$ cat src/hdl/oag_pkg.sv
// operand address generator: shared constants, enums and carriers
// assumes a single 200 MHz clock and a classic wishbone master
package oag_pkg;

    // ------------------------------------------------------------
    // register map (word aligned byte addresses)
    // ------------------------------------------------------------
    localparam logic [7:0] OAG_ADDR_CMD = 8'h00; // write: request
    localparam logic [7:0] OAG_ADDR_DISP = 8'h04; // displacement
    localparam logic [7:0] OAG_ADDR_IMM = 8'h08; // immediate value
    localparam logic [7:0] OAG_ADDR_BASEREG = 8'h0C; // base/ptr regs
    localparam logic [7:0] OAG_ADDR_IDXREG = 8'h10; // index regs
    localparam logic [7:0] OAG_ADDR_SEGREG = 8'h14; // code/stack segs
    localparam logic [7:0] OAG_ADDR_SEGREG2 = 8'h18; // data/extra segs
    localparam logic [7:0] OAG_ADDR_GPREG = 8'h1C; // accum/count regs
    localparam logic [7:0] OAG_ADDR_RESULT = 8'h20; // seg:offset
    localparam logic [7:0] OAG_ADDR_STATUS = 8'h24; // flags, state
    localparam logic [7:0] OAG_ADDR_EXT = 8'h28; // ext ready, irq

    // ------------------------------------------------------------
    // command word fields
    // ------------------------------------------------------------
    localparam int OAG_CMD_MODE_LSB = 0;   // 3-bit addressing mode
    localparam int OAG_CMD_BASE_SEL = 3;   // 0 general base, 1 ptr
    localparam int OAG_CMD_IDX_SEL = 4;    // 0 source, 1 dest index
    localparam int OAG_CMD_DISP16 = 5;     // displacement is 16 bits
    localparam int OAG_CMD_REF_LSB = 6;    // 2-bit reference kind
    localparam int OAG_CMD_OVR_EN = 8;     // override prefix present
    localparam int OAG_CMD_OVR_LSB = 9;    // 2-bit override segment
    localparam int OAG_CMD_WIDE = 11;      // register operand 16 bit
    localparam int OAG_CMD_REG_LSB = 12;   // 3-bit register number
    localparam int OAG_CMD_OP_LSB = 16;    // 4-bit control op
    localparam int OAG_CMD_LOCK = 20;      // lock prefix

    localparam logic [15:0] OAG_SEG_RST = 16'h0000;
    localparam logic [31:0] OAG_BUS_ZERO = 32'h0000_0000;

    // segment register choice
    typedef enum logic [1:0] {
        OAG_SEG_EXTRA = 2'b00,
        OAG_SEG_CODE = 2'b01,
        OAG_SEG_STACK = 2'b10,
        OAG_SEG_DATA = 2'b11
    } oag_seg_t;

    // operand addressing modes
    typedef enum logic [2:0] {
        OAG_MODE_REG = 3'b000,
        OAG_MODE_IMM = 3'b001,
        OAG_MODE_DIRECT = 3'b010,
        OAG_MODE_INDIRECT = 3'b011,
        OAG_MODE_BASED = 3'b100,
        OAG_MODE_INDEXED = 3'b101,
        OAG_MODE_BASE_IDX = 3'b110,
        OAG_MODE_BASE_IDX_DISP = 3'b111
    } oag_mode_t;

    // kind of memory reference
    typedef enum logic [1:0] {
        OAG_REF_DATA = 2'b00,
        OAG_REF_FETCH = 2'b01,
        OAG_REF_STACK = 2'b10,
        OAG_REF_STRDST = 2'b11
    } oag_ref_t;

    // processor control operations
    typedef enum logic [3:0] {
        OAG_OP_NONE = 4'h0,
        OAG_OP_CARRY_SET = 4'h1,
        OAG_OP_CARRY_CLR = 4'h2,
        OAG_OP_CARRY_INV = 4'h3,
        OAG_OP_DIR_SET = 4'h4,
        OAG_OP_DIR_CLR = 4'h5,
        OAG_OP_IRQ_SET = 4'h6,
        OAG_OP_IRQ_CLR = 4'h7,
        OAG_OP_HALT = 4'h8,
        OAG_OP_SYNC = 4'h9,
        OAG_OP_CZ_JUMP = 4'hA,
        OAG_OP_END_INSN = 4'hB
    } oag_op_t;

    // execution state
    typedef enum logic [1:0] {
        OAG_ST_RUN = 2'b00,
        OAG_ST_HALT = 2'b01,
        OAG_ST_SYNC = 2'b10
    } oag_state_t;

    // computed operand address
    typedef struct packed {
        logic [15:0] selector;
        logic [15:0] offset;
    } oag_addr_t;

endpackage

$ cat src/hdl/oag_top.sv
// operand address generator with processor control state
// assumes a classic wishbone master and an async extension input
// writes land at the edge that raises ack; reads return with ack
//
// Chosen here: the address map and register access over Wishbone.
`timescale 1ns/1ps
module oag_top
    import oag_pkg::*;
(
    input wire logic clk_i,               // 200 MHz clock
    input wire logic rst_i,               // sync reset, active high
    input wire logic wb_cyc_i,            // wishbone cycle
    input wire logic wb_stb_i,            // wishbone strobe
    input wire logic wb_we_i,             // write enable
    input wire logic [7:0] wb_adr_i,      // byte address
    input wire logic [3:0] wb_sel_i,      // byte lanes
    input wire logic [31:0] wb_dat_i,     // write data
    output logic [31:0] wb_dat_o,         // read data
    output logic wb_ack_o,                // acknowledge
    input wire logic ext_ready_i,         // extension ready pin
    input wire logic irq_i,               // interrupt taken pin
    output logic [31:0] addr_o,           // selector and offset
    output logic [15:0] operand_o,        // register/immediate operand
    output logic addr_valid_o,            // one-cycle result strobe
    output logic bus_lock_o,              // bus locked
    output logic halted_o,                // execution stopped
    output logic jump_taken_o             // count-zero jump result
);

    // ------------------------------------------------------------
    // state
    // ------------------------------------------------------------
    logic [15:0] disp;            // displacement from instruction
    logic [15:0] imm;             // immediate operand
    // base, pointer and index registers, loaded over the bus
    logic [15:0] general_base_reg;
    logic [15:0] base_pointer_reg;
    logic [15:0] src_index_reg;
    logic [15:0] dest_index_reg;
    // segment registers that supply the selector
    logic [15:0] code_segment_reg;
    logic [15:0] stack_segment_reg;
    logic [15:0] data_segment_reg;
    logic [15:0] extra_segment_reg;
    logic [15:0] accum_reg;
    logic [15:0] loop_count_reg;
    // flags changed only by the dedicated flag ops
    logic carry_flag;
    logic direction_flag;
    logic irq_enable_flag;
    oag_state_t state;
    logic [2:0] ext_sync;         // three-stage pin synchroniser
    logic [2:0] irq_sync;
    logic ext_seen;               // level on which stages two and three last agreed
    logic irq_seen;

    // ------------------------------------------------------------
    // bus decode
    // ------------------------------------------------------------
    logic bus_req;
    logic wr_stb;
    logic [31:0] cmd;
    oag_mode_t mode;
    oag_ref_t ref_kind;
    oag_op_t op;

    // ack blocks the edge after taking, so one request acts once
    assign bus_req = wb_cyc_i && wb_stb_i && !wb_ack_o;
    assign wr_stb = bus_req && wb_we_i;
    // command fields decode straight from the write data
    assign cmd = wb_dat_i;
    assign mode = oag_mode_t'(cmd[OAG_CMD_MODE_LSB +: 3]);
    assign ref_kind = oag_ref_t'(cmd[OAG_CMD_REF_LSB +: 2]);
    assign op = oag_op_t'(cmd[OAG_CMD_OP_LSB +: 4]);

    // merge byte lanes into a 16-bit field
    function automatic logic [15:0] lane16(input logic [15:0] old,
        input logic [15:0] nw, input logic [1:0] sel);
        lane16 = {sel[1] ? nw[15:8] : old[15:8],
                  sel[0] ? nw[7:0] : old[7:0]};
    endfunction

    // segment register value for a choice
    function automatic logic [15:0] seg_val(input oag_seg_t s,
        input logic [15:0] cs, input logic [15:0] ss,
        input logic [15:0] ds, input logic [15:0] es);
        case (s)
            OAG_SEG_CODE: seg_val = cs;
            OAG_SEG_STACK: seg_val = ss;
            OAG_SEG_DATA: seg_val = ds;
            default: seg_val = es;
        endcase
    endfunction

    // ------------------------------------------------------------
    // offset and segment computation
    // ------------------------------------------------------------
    logic [15:0] disp_ext;
    logic [15:0] base_val;
    logic [15:0] idx_val;
    logic [15:0] next_offset;
    oag_seg_t next_seg;
    logic [15:0] next_operand;
    logic [15:0] reg_word;

    // offset, segment and operand of the command now on the bus
    // settle here and are captured only when the command is taken
    always_comb begin
        disp_ext = cmd[OAG_CMD_DISP16] ? disp : {{8{disp[7]}}, disp[7:0]};
        base_val = cmd[OAG_CMD_BASE_SEL] ? base_pointer_reg
                                         : general_base_reg;
        idx_val = cmd[OAG_CMD_IDX_SEL] ? dest_index_reg : src_index_reg;
        case (mode)
            OAG_MODE_DIRECT: next_offset = disp_ext;
            OAG_MODE_INDIRECT: begin
                case (cmd[OAG_CMD_IDX_SEL +: 2])
                    2'b00: next_offset = src_index_reg;
                    2'b01: next_offset = dest_index_reg;
                    default: next_offset = base_val;
                endcase
            end
            OAG_MODE_BASED: next_offset = 16'(base_val + disp_ext);
            OAG_MODE_INDEXED: next_offset = 16'(idx_val + disp_ext);
            OAG_MODE_BASE_IDX: next_offset = 16'(base_val + idx_val);
            OAG_MODE_BASE_IDX_DISP:
                next_offset = 16'(base_val + idx_val + disp_ext);
            default: next_offset = 16'h0000;
        endcase
        // implicit segment choice
        case (ref_kind)
            OAG_REF_FETCH: next_seg = OAG_SEG_CODE;
            OAG_REF_STACK: next_seg = OAG_SEG_STACK;
            OAG_REF_STRDST: next_seg = OAG_SEG_EXTRA;
            default: next_seg = OAG_SEG_DATA;
        endcase
        // in indirect mode bit five picks a base register and bit
        // three the pointer, so only that pair means a pointer base
        // base pointer as base element
        if (ref_kind == OAG_REF_DATA && cmd[OAG_CMD_BASE_SEL] &&
            (mode == OAG_MODE_BASED || mode == OAG_MODE_BASE_IDX ||
             mode == OAG_MODE_BASE_IDX_DISP ||
             (mode == OAG_MODE_INDIRECT && cmd[OAG_CMD_DISP16]))) begin
            next_seg = OAG_SEG_STACK;
        end
        // override prefix wins, never for prefetch
        if (cmd[OAG_CMD_OVR_EN] && ref_kind != OAG_REF_FETCH) begin
            next_seg = oag_seg_t'(cmd[OAG_CMD_OVR_LSB +: 2]);
        end
        case (cmd[OAG_CMD_REG_LSB +: 3])
            3'd0: reg_word = accum_reg;
            3'd1: reg_word = loop_count_reg;
            3'd2: reg_word = general_base_reg;
            3'd3: reg_word = base_pointer_reg;
            3'd4: reg_word = src_index_reg;
            default: reg_word = dest_index_reg;
        endcase
        if (mode == OAG_MODE_IMM) begin
            next_operand = imm;
        end else if (cmd[OAG_CMD_WIDE]) begin
            next_operand = reg_word;
        end else begin
            next_operand = {8'h00, reg_word[7:0]};
        end
    end

    // commands are refused outside run, but still acked
    logic cmd_wr;
    assign cmd_wr = wr_stb && wb_adr_i == OAG_ADDR_CMD && state == OAG_ST_RUN;

    // ------------------------------------------------------------
    // result outputs
    // ------------------------------------------------------------
    // selector and offset presented together
    always_ff @(posedge clk_i) begin
        if (rst_i) begin
            addr_o <= OAG_BUS_ZERO;
            operand_o <= 16'h0000;
            addr_valid_o <= 1'b0;
        end else begin
            addr_valid_o <= cmd_wr && op == OAG_OP_NONE &&
                            mode != OAG_MODE_REG && mode != OAG_MODE_IMM;
            if (cmd_wr && op == OAG_OP_NONE) begin
                addr_o <= {seg_val(next_seg, code_segment_reg,
                    stack_segment_reg, data_segment_reg,
                    extra_segment_reg), next_offset};
                operand_o <= next_operand;
            end
        end
    end

    // ------------------------------------------------------------
    // pin synchronisers
    // ------------------------------------------------------------
    // three flops per pin; a level counts once stages two and three
    // agree, so a one-cycle glitch never wakes the machine
    always_ff @(posedge clk_i) begin
        if (rst_i) begin
            ext_sync <= 3'b000;
            irq_sync <= 3'b000;
            ext_seen <= 1'b0;
            irq_seen <= 1'b0;
        end else begin
            ext_sync <= {ext_sync[1:0], ext_ready_i};
            irq_sync <= {irq_sync[1:0], irq_i};
            if (ext_sync[1] == ext_sync[2]) ext_seen <= ext_sync[2];
            if (irq_sync[1] == irq_sync[2]) irq_seen <= irq_sync[2];
        end
    end

    // ------------------------------------------------------------
    // execution state machine
    // ------------------------------------------------------------
    // only the run state accepts commands
    always_ff @(posedge clk_i) begin
        if (rst_i) begin
            state <= OAG_ST_RUN;
        end else begin
            case (state)
                OAG_ST_RUN: begin
                    if (cmd_wr && op == OAG_OP_HALT) state <= OAG_ST_HALT;
                    else if (cmd_wr && op == OAG_OP_SYNC && !ext_seen)
                        state <= OAG_ST_SYNC;
                end
                OAG_ST_HALT: if (irq_seen) state <= OAG_ST_RUN;
                OAG_ST_SYNC: if (ext_seen) state <= OAG_ST_RUN;
                default: state <= OAG_ST_RUN;
            endcase
        end
    end

    // halted is high in both halt and sync wait
    always_ff @(posedge clk_i) begin
        if (rst_i) halted_o <= 1'b0;
        else halted_o <= state != OAG_ST_RUN;
    end

    // ------------------------------------------------------------
    // flags, lock and count-zero jump
    // ------------------------------------------------------------
    // flag, lock and jump ops act only on an accepted command
    always_ff @(posedge clk_i) begin
        if (rst_i) begin
            carry_flag <= 1'b0;
            direction_flag <= 1'b0;
            irq_enable_flag <= 1'b0;
            bus_lock_o <= 1'b0;
            jump_taken_o <= 1'b0;
        end else if (cmd_wr) begin
            case (op)
                OAG_OP_CARRY_SET: carry_flag <= 1'b1;
                OAG_OP_CARRY_CLR: carry_flag <= 1'b0;
                OAG_OP_CARRY_INV: carry_flag <= !carry_flag;
                OAG_OP_DIR_SET: direction_flag <= 1'b1;
                OAG_OP_DIR_CLR: direction_flag <= 1'b0;
                OAG_OP_IRQ_SET: irq_enable_flag <= 1'b1;
                OAG_OP_IRQ_CLR: irq_enable_flag <= 1'b0;
                OAG_OP_CZ_JUMP: jump_taken_o <= loop_count_reg == 16'h0000;
                default: ;
            endcase
            if (cmd[OAG_CMD_LOCK]) bus_lock_o <= 1'b1;
            else if (op == OAG_OP_END_INSN) bus_lock_o <= 1'b0;
        end
    end

    // ------------------------------------------------------------
    // register file writes
    // ------------------------------------------------------------
    // paired registers: low half on lanes 0-1, high half on 2-3
    always_ff @(posedge clk_i) begin
        if (rst_i) begin
            disp <= 16'h0000;
            imm <= 16'h0000;
            general_base_reg <= 16'h0000;
            base_pointer_reg <= 16'h0000;
            src_index_reg <= 16'h0000;
            dest_index_reg <= 16'h0000;
            code_segment_reg <= OAG_SEG_RST;
            stack_segment_reg <= OAG_SEG_RST;
            data_segment_reg <= OAG_SEG_RST;
            extra_segment_reg <= OAG_SEG_RST;
            accum_reg <= 16'h0000;
            loop_count_reg <= 16'h0000;
        end else if (wr_stb) begin
            case (wb_adr_i)
                OAG_ADDR_DISP:
                    disp <= lane16(disp, wb_dat_i[15:0], wb_sel_i[1:0]);
                OAG_ADDR_IMM:
                    imm <= lane16(imm, wb_dat_i[15:0], wb_sel_i[1:0]);
                OAG_ADDR_BASEREG: begin
                    general_base_reg <= lane16(general_base_reg,
                        wb_dat_i[15:0], wb_sel_i[1:0]);
                    base_pointer_reg <= lane16(base_pointer_reg,
                        wb_dat_i[31:16], wb_sel_i[3:2]);
                end
                OAG_ADDR_IDXREG: begin
                    src_index_reg <= lane16(src_index_reg,
                        wb_dat_i[15:0], wb_sel_i[1:0]);
                    dest_index_reg <= lane16(dest_index_reg,
                        wb_dat_i[31:16], wb_sel_i[3:2]);
                end
                OAG_ADDR_SEGREG: begin
                    code_segment_reg <= lane16(code_segment_reg,
                        wb_dat_i[15:0], wb_sel_i[1:0]);
                    stack_segment_reg <= lane16(stack_segment_reg,
                        wb_dat_i[31:16], wb_sel_i[3:2]);
                end
                OAG_ADDR_SEGREG2: begin
                    data_segment_reg <= lane16(data_segment_reg,
                        wb_dat_i[15:0], wb_sel_i[1:0]);
                    extra_segment_reg <= lane16(extra_segment_reg,
                        wb_dat_i[31:16], wb_sel_i[3:2]);
                end
                OAG_ADDR_GPREG: begin
                    accum_reg <= lane16(accum_reg,
                        wb_dat_i[15:0], wb_sel_i[1:0]);
                    loop_count_reg <= lane16(loop_count_reg,
                        wb_dat_i[31:16], wb_sel_i[3:2]);
                end
                default: ;
            endcase
        end
    end

    // ------------------------------------------------------------
    // bus answer: ack one cycle after request, reads registered
    // ------------------------------------------------------------
    // read data follows the address of the request being acked
    always_ff @(posedge clk_i) begin
        if (rst_i) begin
            wb_ack_o <= 1'b0;
            wb_dat_o <= OAG_BUS_ZERO;
        end else begin
            wb_ack_o <= bus_req;
            case (wb_adr_i)
                OAG_ADDR_DISP: wb_dat_o <= {16'h0000, disp};
                OAG_ADDR_IMM: wb_dat_o <= {16'h0000, imm};
                OAG_ADDR_BASEREG:
                    wb_dat_o <= {base_pointer_reg, general_base_reg};
                OAG_ADDR_IDXREG:
                    wb_dat_o <= {dest_index_reg, src_index_reg};
                OAG_ADDR_SEGREG:
                    wb_dat_o <= {stack_segment_reg, code_segment_reg};
                OAG_ADDR_SEGREG2:
                    wb_dat_o <= {extra_segment_reg, data_segment_reg};
                OAG_ADDR_GPREG: wb_dat_o <= {loop_count_reg, accum_reg};
                OAG_ADDR_RESULT: wb_dat_o <= addr_o;
                OAG_ADDR_STATUS:
                    wb_dat_o <= {24'h000000, jump_taken_o, bus_lock_o,
                                 state, 1'b0, irq_enable_flag,
                                 direction_flag, carry_flag};
                OAG_ADDR_EXT:
                    wb_dat_o <= {30'h00000000, irq_seen, ext_seen};
                default: wb_dat_o <= OAG_BUS_ZERO;
            endcase
        end
    end

endmodule

$ cat config.mk
export PLATFORM = sky130hd
export DESIGN_NAME = oag_top
export DESIGN_NICKNAME = d
export VERILOG_FILES = /design/src/hdl/oag_pkg.sv /design/src/hdl/oag_top.sv
export SDC_FILE = /design/constraint.sdc
export NUM_CORES = 1
export LEC_CHECK = 0
export BUFFER_PORTS_ARGS = -buffer_cell sky130_fd_sc_hd__buf_4
export CORE_ASPECT_RATIO = 1.4
export CORE_MARGIN = 4
export CORE_UTILIZATION = 41
export CTS_CLUSTER_DIAMETER = 150
export DETAILED_ROUTE_END_ITERATION = 8
export MAX_ROUTING_LAYER = met4
export PLACE_DENSITY = 0.66
export REMOVE_ABC_BUFFERS = 1
export SKIP_LAST_GASP = 1
export SYNTH_ARGS = -nofsm -noshare
export SYNTH_HDL_FRONTEND = slang
export SYNTH_SLANG_ARGS = --single-unit
$ cat constraint.sdc
create_clock -name clk_i -period 7.3 [get_ports clk_i]
set_clock_uncertainty 0.2 [all_clocks]
set_input_delay 0.73 -clock clk_i [delete_from_list [all_inputs] [get_ports clk_i]]
set_output_delay 0.73 -clock clk_i [all_outputs]
set_load 0.03 [all_outputs]
; After elaboration in Yosys (flattened, before gate mapping)
; Cells that the tools add are included.
[totals]
inputBits = 51
ff_bits = 290
word_cells = 179
[classes]
n_reduce_logical = 64
n_addsub = 4
n_mux = 23
eq_ne = 48
[op_table]
columns = operator, count
row1 = 32-bit one-hot mux with 10 select lines, 1
row2 = 16-bit one-hot mux with 6 select lines, 1
row3 = 16-bit two-way mux, 5
row4 = 16-bit one-hot mux with 5 select lines, 1
row5 = 3-bit AND reduction, 25
row6 = 16-bit adder, 4
row7 = 16-bit one-hot mux with 3 select lines, 1
row8 = "8-bit by 5-bit equality test with 1-bit output, second input constant", 4
row9 = 16-bit one-hot mux with 2 select lines, 1
row10 = "8-bit by 6-bit equality test with 1-bit output, second input constant", 3
row11 = "4-bit by 3-bit equality test with 1-bit output, second input constant", 4
row12 = "4-bit equality test, second input constant", 4
row13 = "8-bit by 4-bit equality test with 1-bit output, second input constant", 2
row14 = 16-bit logical NOT, 1
row15 = "3-bit equality test, second input constant", 5
row16 = 1-bit logical AND, 15
row17 = "3-bit by 2-bit equality test with 1-bit output, second input constant", 4
row18 = 2-bit two-way mux, 6
row19 = 2-bit one-hot mux with 3 select lines, 2
row20 = "2-bit equality test, second input constant", 5
row21 = 2-bit AND reduction, 5
row22 = "2-bit by 1-bit equality test with 1-bit output, second input constant", 4
row23 = "4-bit by 2-bit equality test with 1-bit output, second input constant", 2
row24 = "8-bit by 3-bit equality test with 1-bit output, second input constant", 1
row25 = other kinds (17), 33

; Logic depth before layout (Yosys ltp)
[depth]
word_depth = 10
depth_mapped = 24
depth_no_buf = 22

; Least setup slack after synthesis
; Ideal clock, no wire load.
[synth_timing]
kind = input -> register
start = input wb_dat_i[3]
end = register addr_o[15]
stages = 22
t_arrival_ps = 5513
required_time_ps = 6973
path_slack_ps = 1460
path_cell_list = clkbuf_1 buf_1 o21ai_0 ha_1 fa_1 a21oi_1 o31ai_1 a21oi_1 xnor2_1 a211oi_1 a21oi_1 ha_1 o21a_1 o21ai_0 or3_1 a2111oi_2 o21a_1 o21ai_0 a21oi_2 xnor3_1 a21oi_1 o21ai_1
[synth_between]
elab_chain_len = 4
elab_cells_between_ends = 6
[synth_rtl]
columns = element, line
row1 = "start, declared", oag_top.sv:17  ; input wire logic [31:0] wb_dat_i,
row2 = 16-bit two-way mux (*), oag_top.sv:110  ; base_val = cmd[OAG_CMD_BASE_SEL] ? base_pointer_reg
row3 = 16-bit adder, "oag_top.sv:124, oag_top.sv:126"
row4 = 16-bit adder, oag_top.sv:126  ; next_offset = 16'(base_val + idx_val + disp_ext);
row5 = 16-bit one-hot mux with 6 select lines (*), oag_top.sv:113  ; case (mode)
row6 = "end signal, assigned", oag_top.sv:183  ; addr_o <= {seg_val(next_seg, code_segment_reg,
row7 = "end, declared", oag_top.sv:22  ; output logic [31:0] addr_o,
; Mark *: on every way between the ends. The rest lies on a longest branch, timed or not.
; A chain may end at the register's enable or synchronous reset.

; Final worst setup path
[layout_timing]
start = input wb_dat_i[4]
end = register addr_o[15]
[layout_between]
elab_chain_len = 4
elab_cells_between_ends = 8
[layout_rtl]
columns = element, line
row1 = 16-bit two-way mux, oag_top.sv:112  ; idx_val = cmd[OAG_CMD_IDX_SEL] ? dest_index_reg : src_index_reg;
row2 = 16-bit adder, "oag_top.sv:124, oag_top.sv:126"
row3 = 16-bit adder, oag_top.sv:126
row4 = 16-bit one-hot mux with 6 select lines (*), oag_top.sv:113
; Marks and branches as above.

==> metrics.md <==
| Metric | Value |
|---|---|
| Final nets | `slightly above 2000` |
| Total global routing overflow | `0` |
| IO Count | `136` |
| Ys flop type | `dfxtp_1` |
| Clock Tree Root | `clkbuf_16` |
| Final core occ | `47.7%` |
| Setup tns final | `0 ns` |
| Starting density of the core | `between 40% and 50%` |
| Chip width | `171 µm` |
| Mapped Avg Cell Area | `~7.8 µm²` |
| Pwr/cell area | `approximately 190 nW/µm²` |
| Post-synth EDFFs | `0` |
| Fmax | `about 180 MHz` |
| Grt peak-use layer | `met2` |
| Hold WS | `roughly 0.15 ns` |
| Worst Setup Start Kind | `input port` |
| Synth unique cells | `68` |
| Vias per Instance | `around 6.3` |
| Drt first-iter violations | `approximately 2000` |
| Routed WL | `57700 µm` |
| Cell Area, Synth | `approximately 15000 µm²` |
| M2 GR Usage | `45.7%` |
| Commonest non-fill, non-tap cells in the layout | `nand2_1, a21oi_1, dfxtp_1, buf_4, nand3_1` |
| Met1 GRT Util | `about 32%` |
| Fillers | `between 3000 and 4000` |
| Multi-input gate area | `just under 9000 µm²` |
| Post-Syn Instances | `around 1900` |
| Synth Register Bits | `a little under 300` |
| Sequential-to-total area share from yosys stat | `38.1%` |
| Synth warn | `0` |
| Maximum vdd ir drop | `~0.17 mV` |
| Fin worst setup slack | `approximately 1.8 ns` |
| Pin count of the biggest net entering global routing | `92` |
| Arrival @ worst endpoint | `approximately 5.8 ns` |
| Ant diodes | `0` |
| Buffers added on ports | `about 140` |
| Remaining antenna violation count | `0` |
| GRT Total Usage | `between 20% and 30%` |
| Initial antenna violation count | `0` |
| Post-placement setup slack | `1.31 ns` |
| Via count | `approximately 16000` |
| Core area | `36700 µm²` |
| Post-CTS Setup Inserts | `0` |
| Unrepaired setup endpoints after global routing | `false` |
| Worst-path fanout max | `23` |
| Critical path class | `in -> reg` |
| Layout area overhead | `14.7%` |
| Async S/R FF share, synth | `0%` |
| DP HPWL | `39400 µm` |
| Clock-pin slew on the worst setup and hold paths | `around 0.060 ns` |
| Die ar. | `approximately 40000 µm²` |
| Pwr Total | `between 3 and 4 mW` |
| Final Max Slew Viols | `0` |
| Clk_lat worst skew | `0.61 ns` |
| CTS tree | `done` |
| CTS sink cnt | `a little under 300` |
| Final Hold Vio Count | `0` |
| Outcome | `completed` |
| Min Tclk post-route | `5.48 ns` |
| CP endpoint kind | `register` |
| Hold WC Path Type | `in -> reg` |
| Vias in the first global route | `approximately 15000` |
| Drt first pass iters | `8` |
| Required @ worst endpoint | `around 7.6 ns` |
| Leakage | `slightly above 6 nW` |
| Global-route wire length before repair | `86800 µm` |
| Clock buffer depth | `3` |
| Share of layout cells above drive strength 1 | `about 14%` |
| CTS H-Tree Depth | `1` |
| Cts hold-fix bufs | `0` |
| Cell Rows | `slightly above 80` |
| Tightest Pin Transition | `approximately 1.1 ns` |
| Relative slew margins | `between 20% and 30%` |
| Max_cap viols | `0` |
| Grt met3 use | `3.25%` |
| Drt drc | `0` |
| # setup viols final | `0` |
| Wirelength per Cell | `23.5 µm` |
| FF/Latch Area | `just under 6000 µm²` |
| GPL Wtd Cong | `around 0.9` |
| Period Utilization, post-route | `between 70% and 80%` |
| Die H | `236 µm` |
| CTS buffer count | `31` |
| Top Registers | `addr_o: 32 flops, wb_dat_o: 32 flops` |
| # resized after CTS | `0` |
| Most common cell after layout, fill and taps aside | `nand2_1` |
kinds of logic after synthesis:
kind of cell    after synthesis  synth area share (%)
simple gates                740                  21.3
flops                       290                  38.1
fa+ha+maj                    33                  2.81
mux                          81                  7.25
buf+inv                     201                  4.97
compound gates              573                  24.2
xor+xnor                     23                  1.41
final timing paths:
path	startpoint	slack, ns	depth (start not counted)	end
min	ext_ready_i	0.15	2	ext_sync[0]$_SDFF_PP0_
max reg2reg	dest_index_reg[0]$_SDFFE_PP0P_	1.91	20	addr_o[15]$_SDFFE_PP0P_
max	wb_dat_i[4]	1.82	21	addr_o[15]$_SDFFE_PP0P_
min reg2reg	irq_sync[0]$_SDFF_PP0_	0.26	1	irq_sync[1]$_SDFF_PP0_
report_power, final:
part           switching, mW  internal, mW  total [mW]
Sequential          0.000974          1.58        1.58
Combinational          0.147        0.0639       0.211
Clock                  0.688         0.920        1.61
Total                  0.836          2.57        3.40
metrics by stage:
step | std cells | instance area [µm²]
after floorplan | 1780 | 14600
after global placement | 2404 | 16400
after detailed placement | 2404 | 16400
after CTS | 2462 | 17500
after global routing | 2462 | 17500
final | 2462 | 17500
synthesized netlist by cell type, types with 6 or more instances:
library cell / number / share of area (%)
nand2b_1: 14 / 0.57
o21ai_0: 49 / 1.6
a221oi_1: 14 / 0.81
a22oi_1: 46 / 2.3
mux2i_1: 26 / 1.7
xnor2_1: 13 / 0.75
a21oi_1: 292 / 9.6
mux2_2: 35 / 2.6
nand3_1: 149 / 4.9
a21o_1: 9 / 0.44
o22a_1: 6 / 0.34
nor2b_1: 25 / 1.0
nand3b_1: 6 / 0.30
nor4_1: 8 / 0.33
o221ai_1: 9 / 0.52
clkbuf_1: 146 / 3.6
mux4_2: 20 / 3.0
a222oi_1: 49 / 3.2
nand2_1: 367 / 9.0
a41oi_1: 9 / 0.52
nor2_1: 101 / 2.5
nor3_1: 37 / 1.2
a31oi_1: 7 / 0.29
inv_1: 39 / 0.96
dfxtp_1: 290 / 38
a211oi_1: 27 / 1.3
xor2_1: 9 / 0.52
and2_1: 18 / 0.74
buf_1: 13 / 0.32
ha_1: 31 / 2.5
worst max-delay path: stages:
cell       delay, ns
buf_4           0.30
mux2_2          0.41
ha_1            0.26
fa_1            0.48
a21oi_1         0.20
o31ai_1         0.10
a21oi_1         0.30
xnor2_1         0.13
a211oi_1        0.24
a21oi_1         0.07
ha_1            0.36
o21a_1          0.17
o21ai_0         0.07
or3_1           0.43
a2111oi_2       0.40
o21a_1          0.19
o21ai_0         0.13
a21oi_2         0.15
xnor3_1         0.39
a21oi_1         0.15
o21ai_1         0.07
area by class of cell:
class | instances | share of cell area, %
Sequential cell | 290 | 33.2
Multi-Input combinational cell | 1450 | 49.9
Timing Repair Buffer | 157 | 6.77
Clock buffer | 47 | 5.13
Inverter | 40 | 0.860
Tap cell | 467 | 3.35
Clock inverter | 11 | 0.731
layer usage:
metal	vias up	wire length, µm
met5	-	0
met4	0	4570
met1	7378	20800
met3	223	4430
li1	7080	-
met2	836	27900
Note: power is estimated with default switching activity, not from simulation.
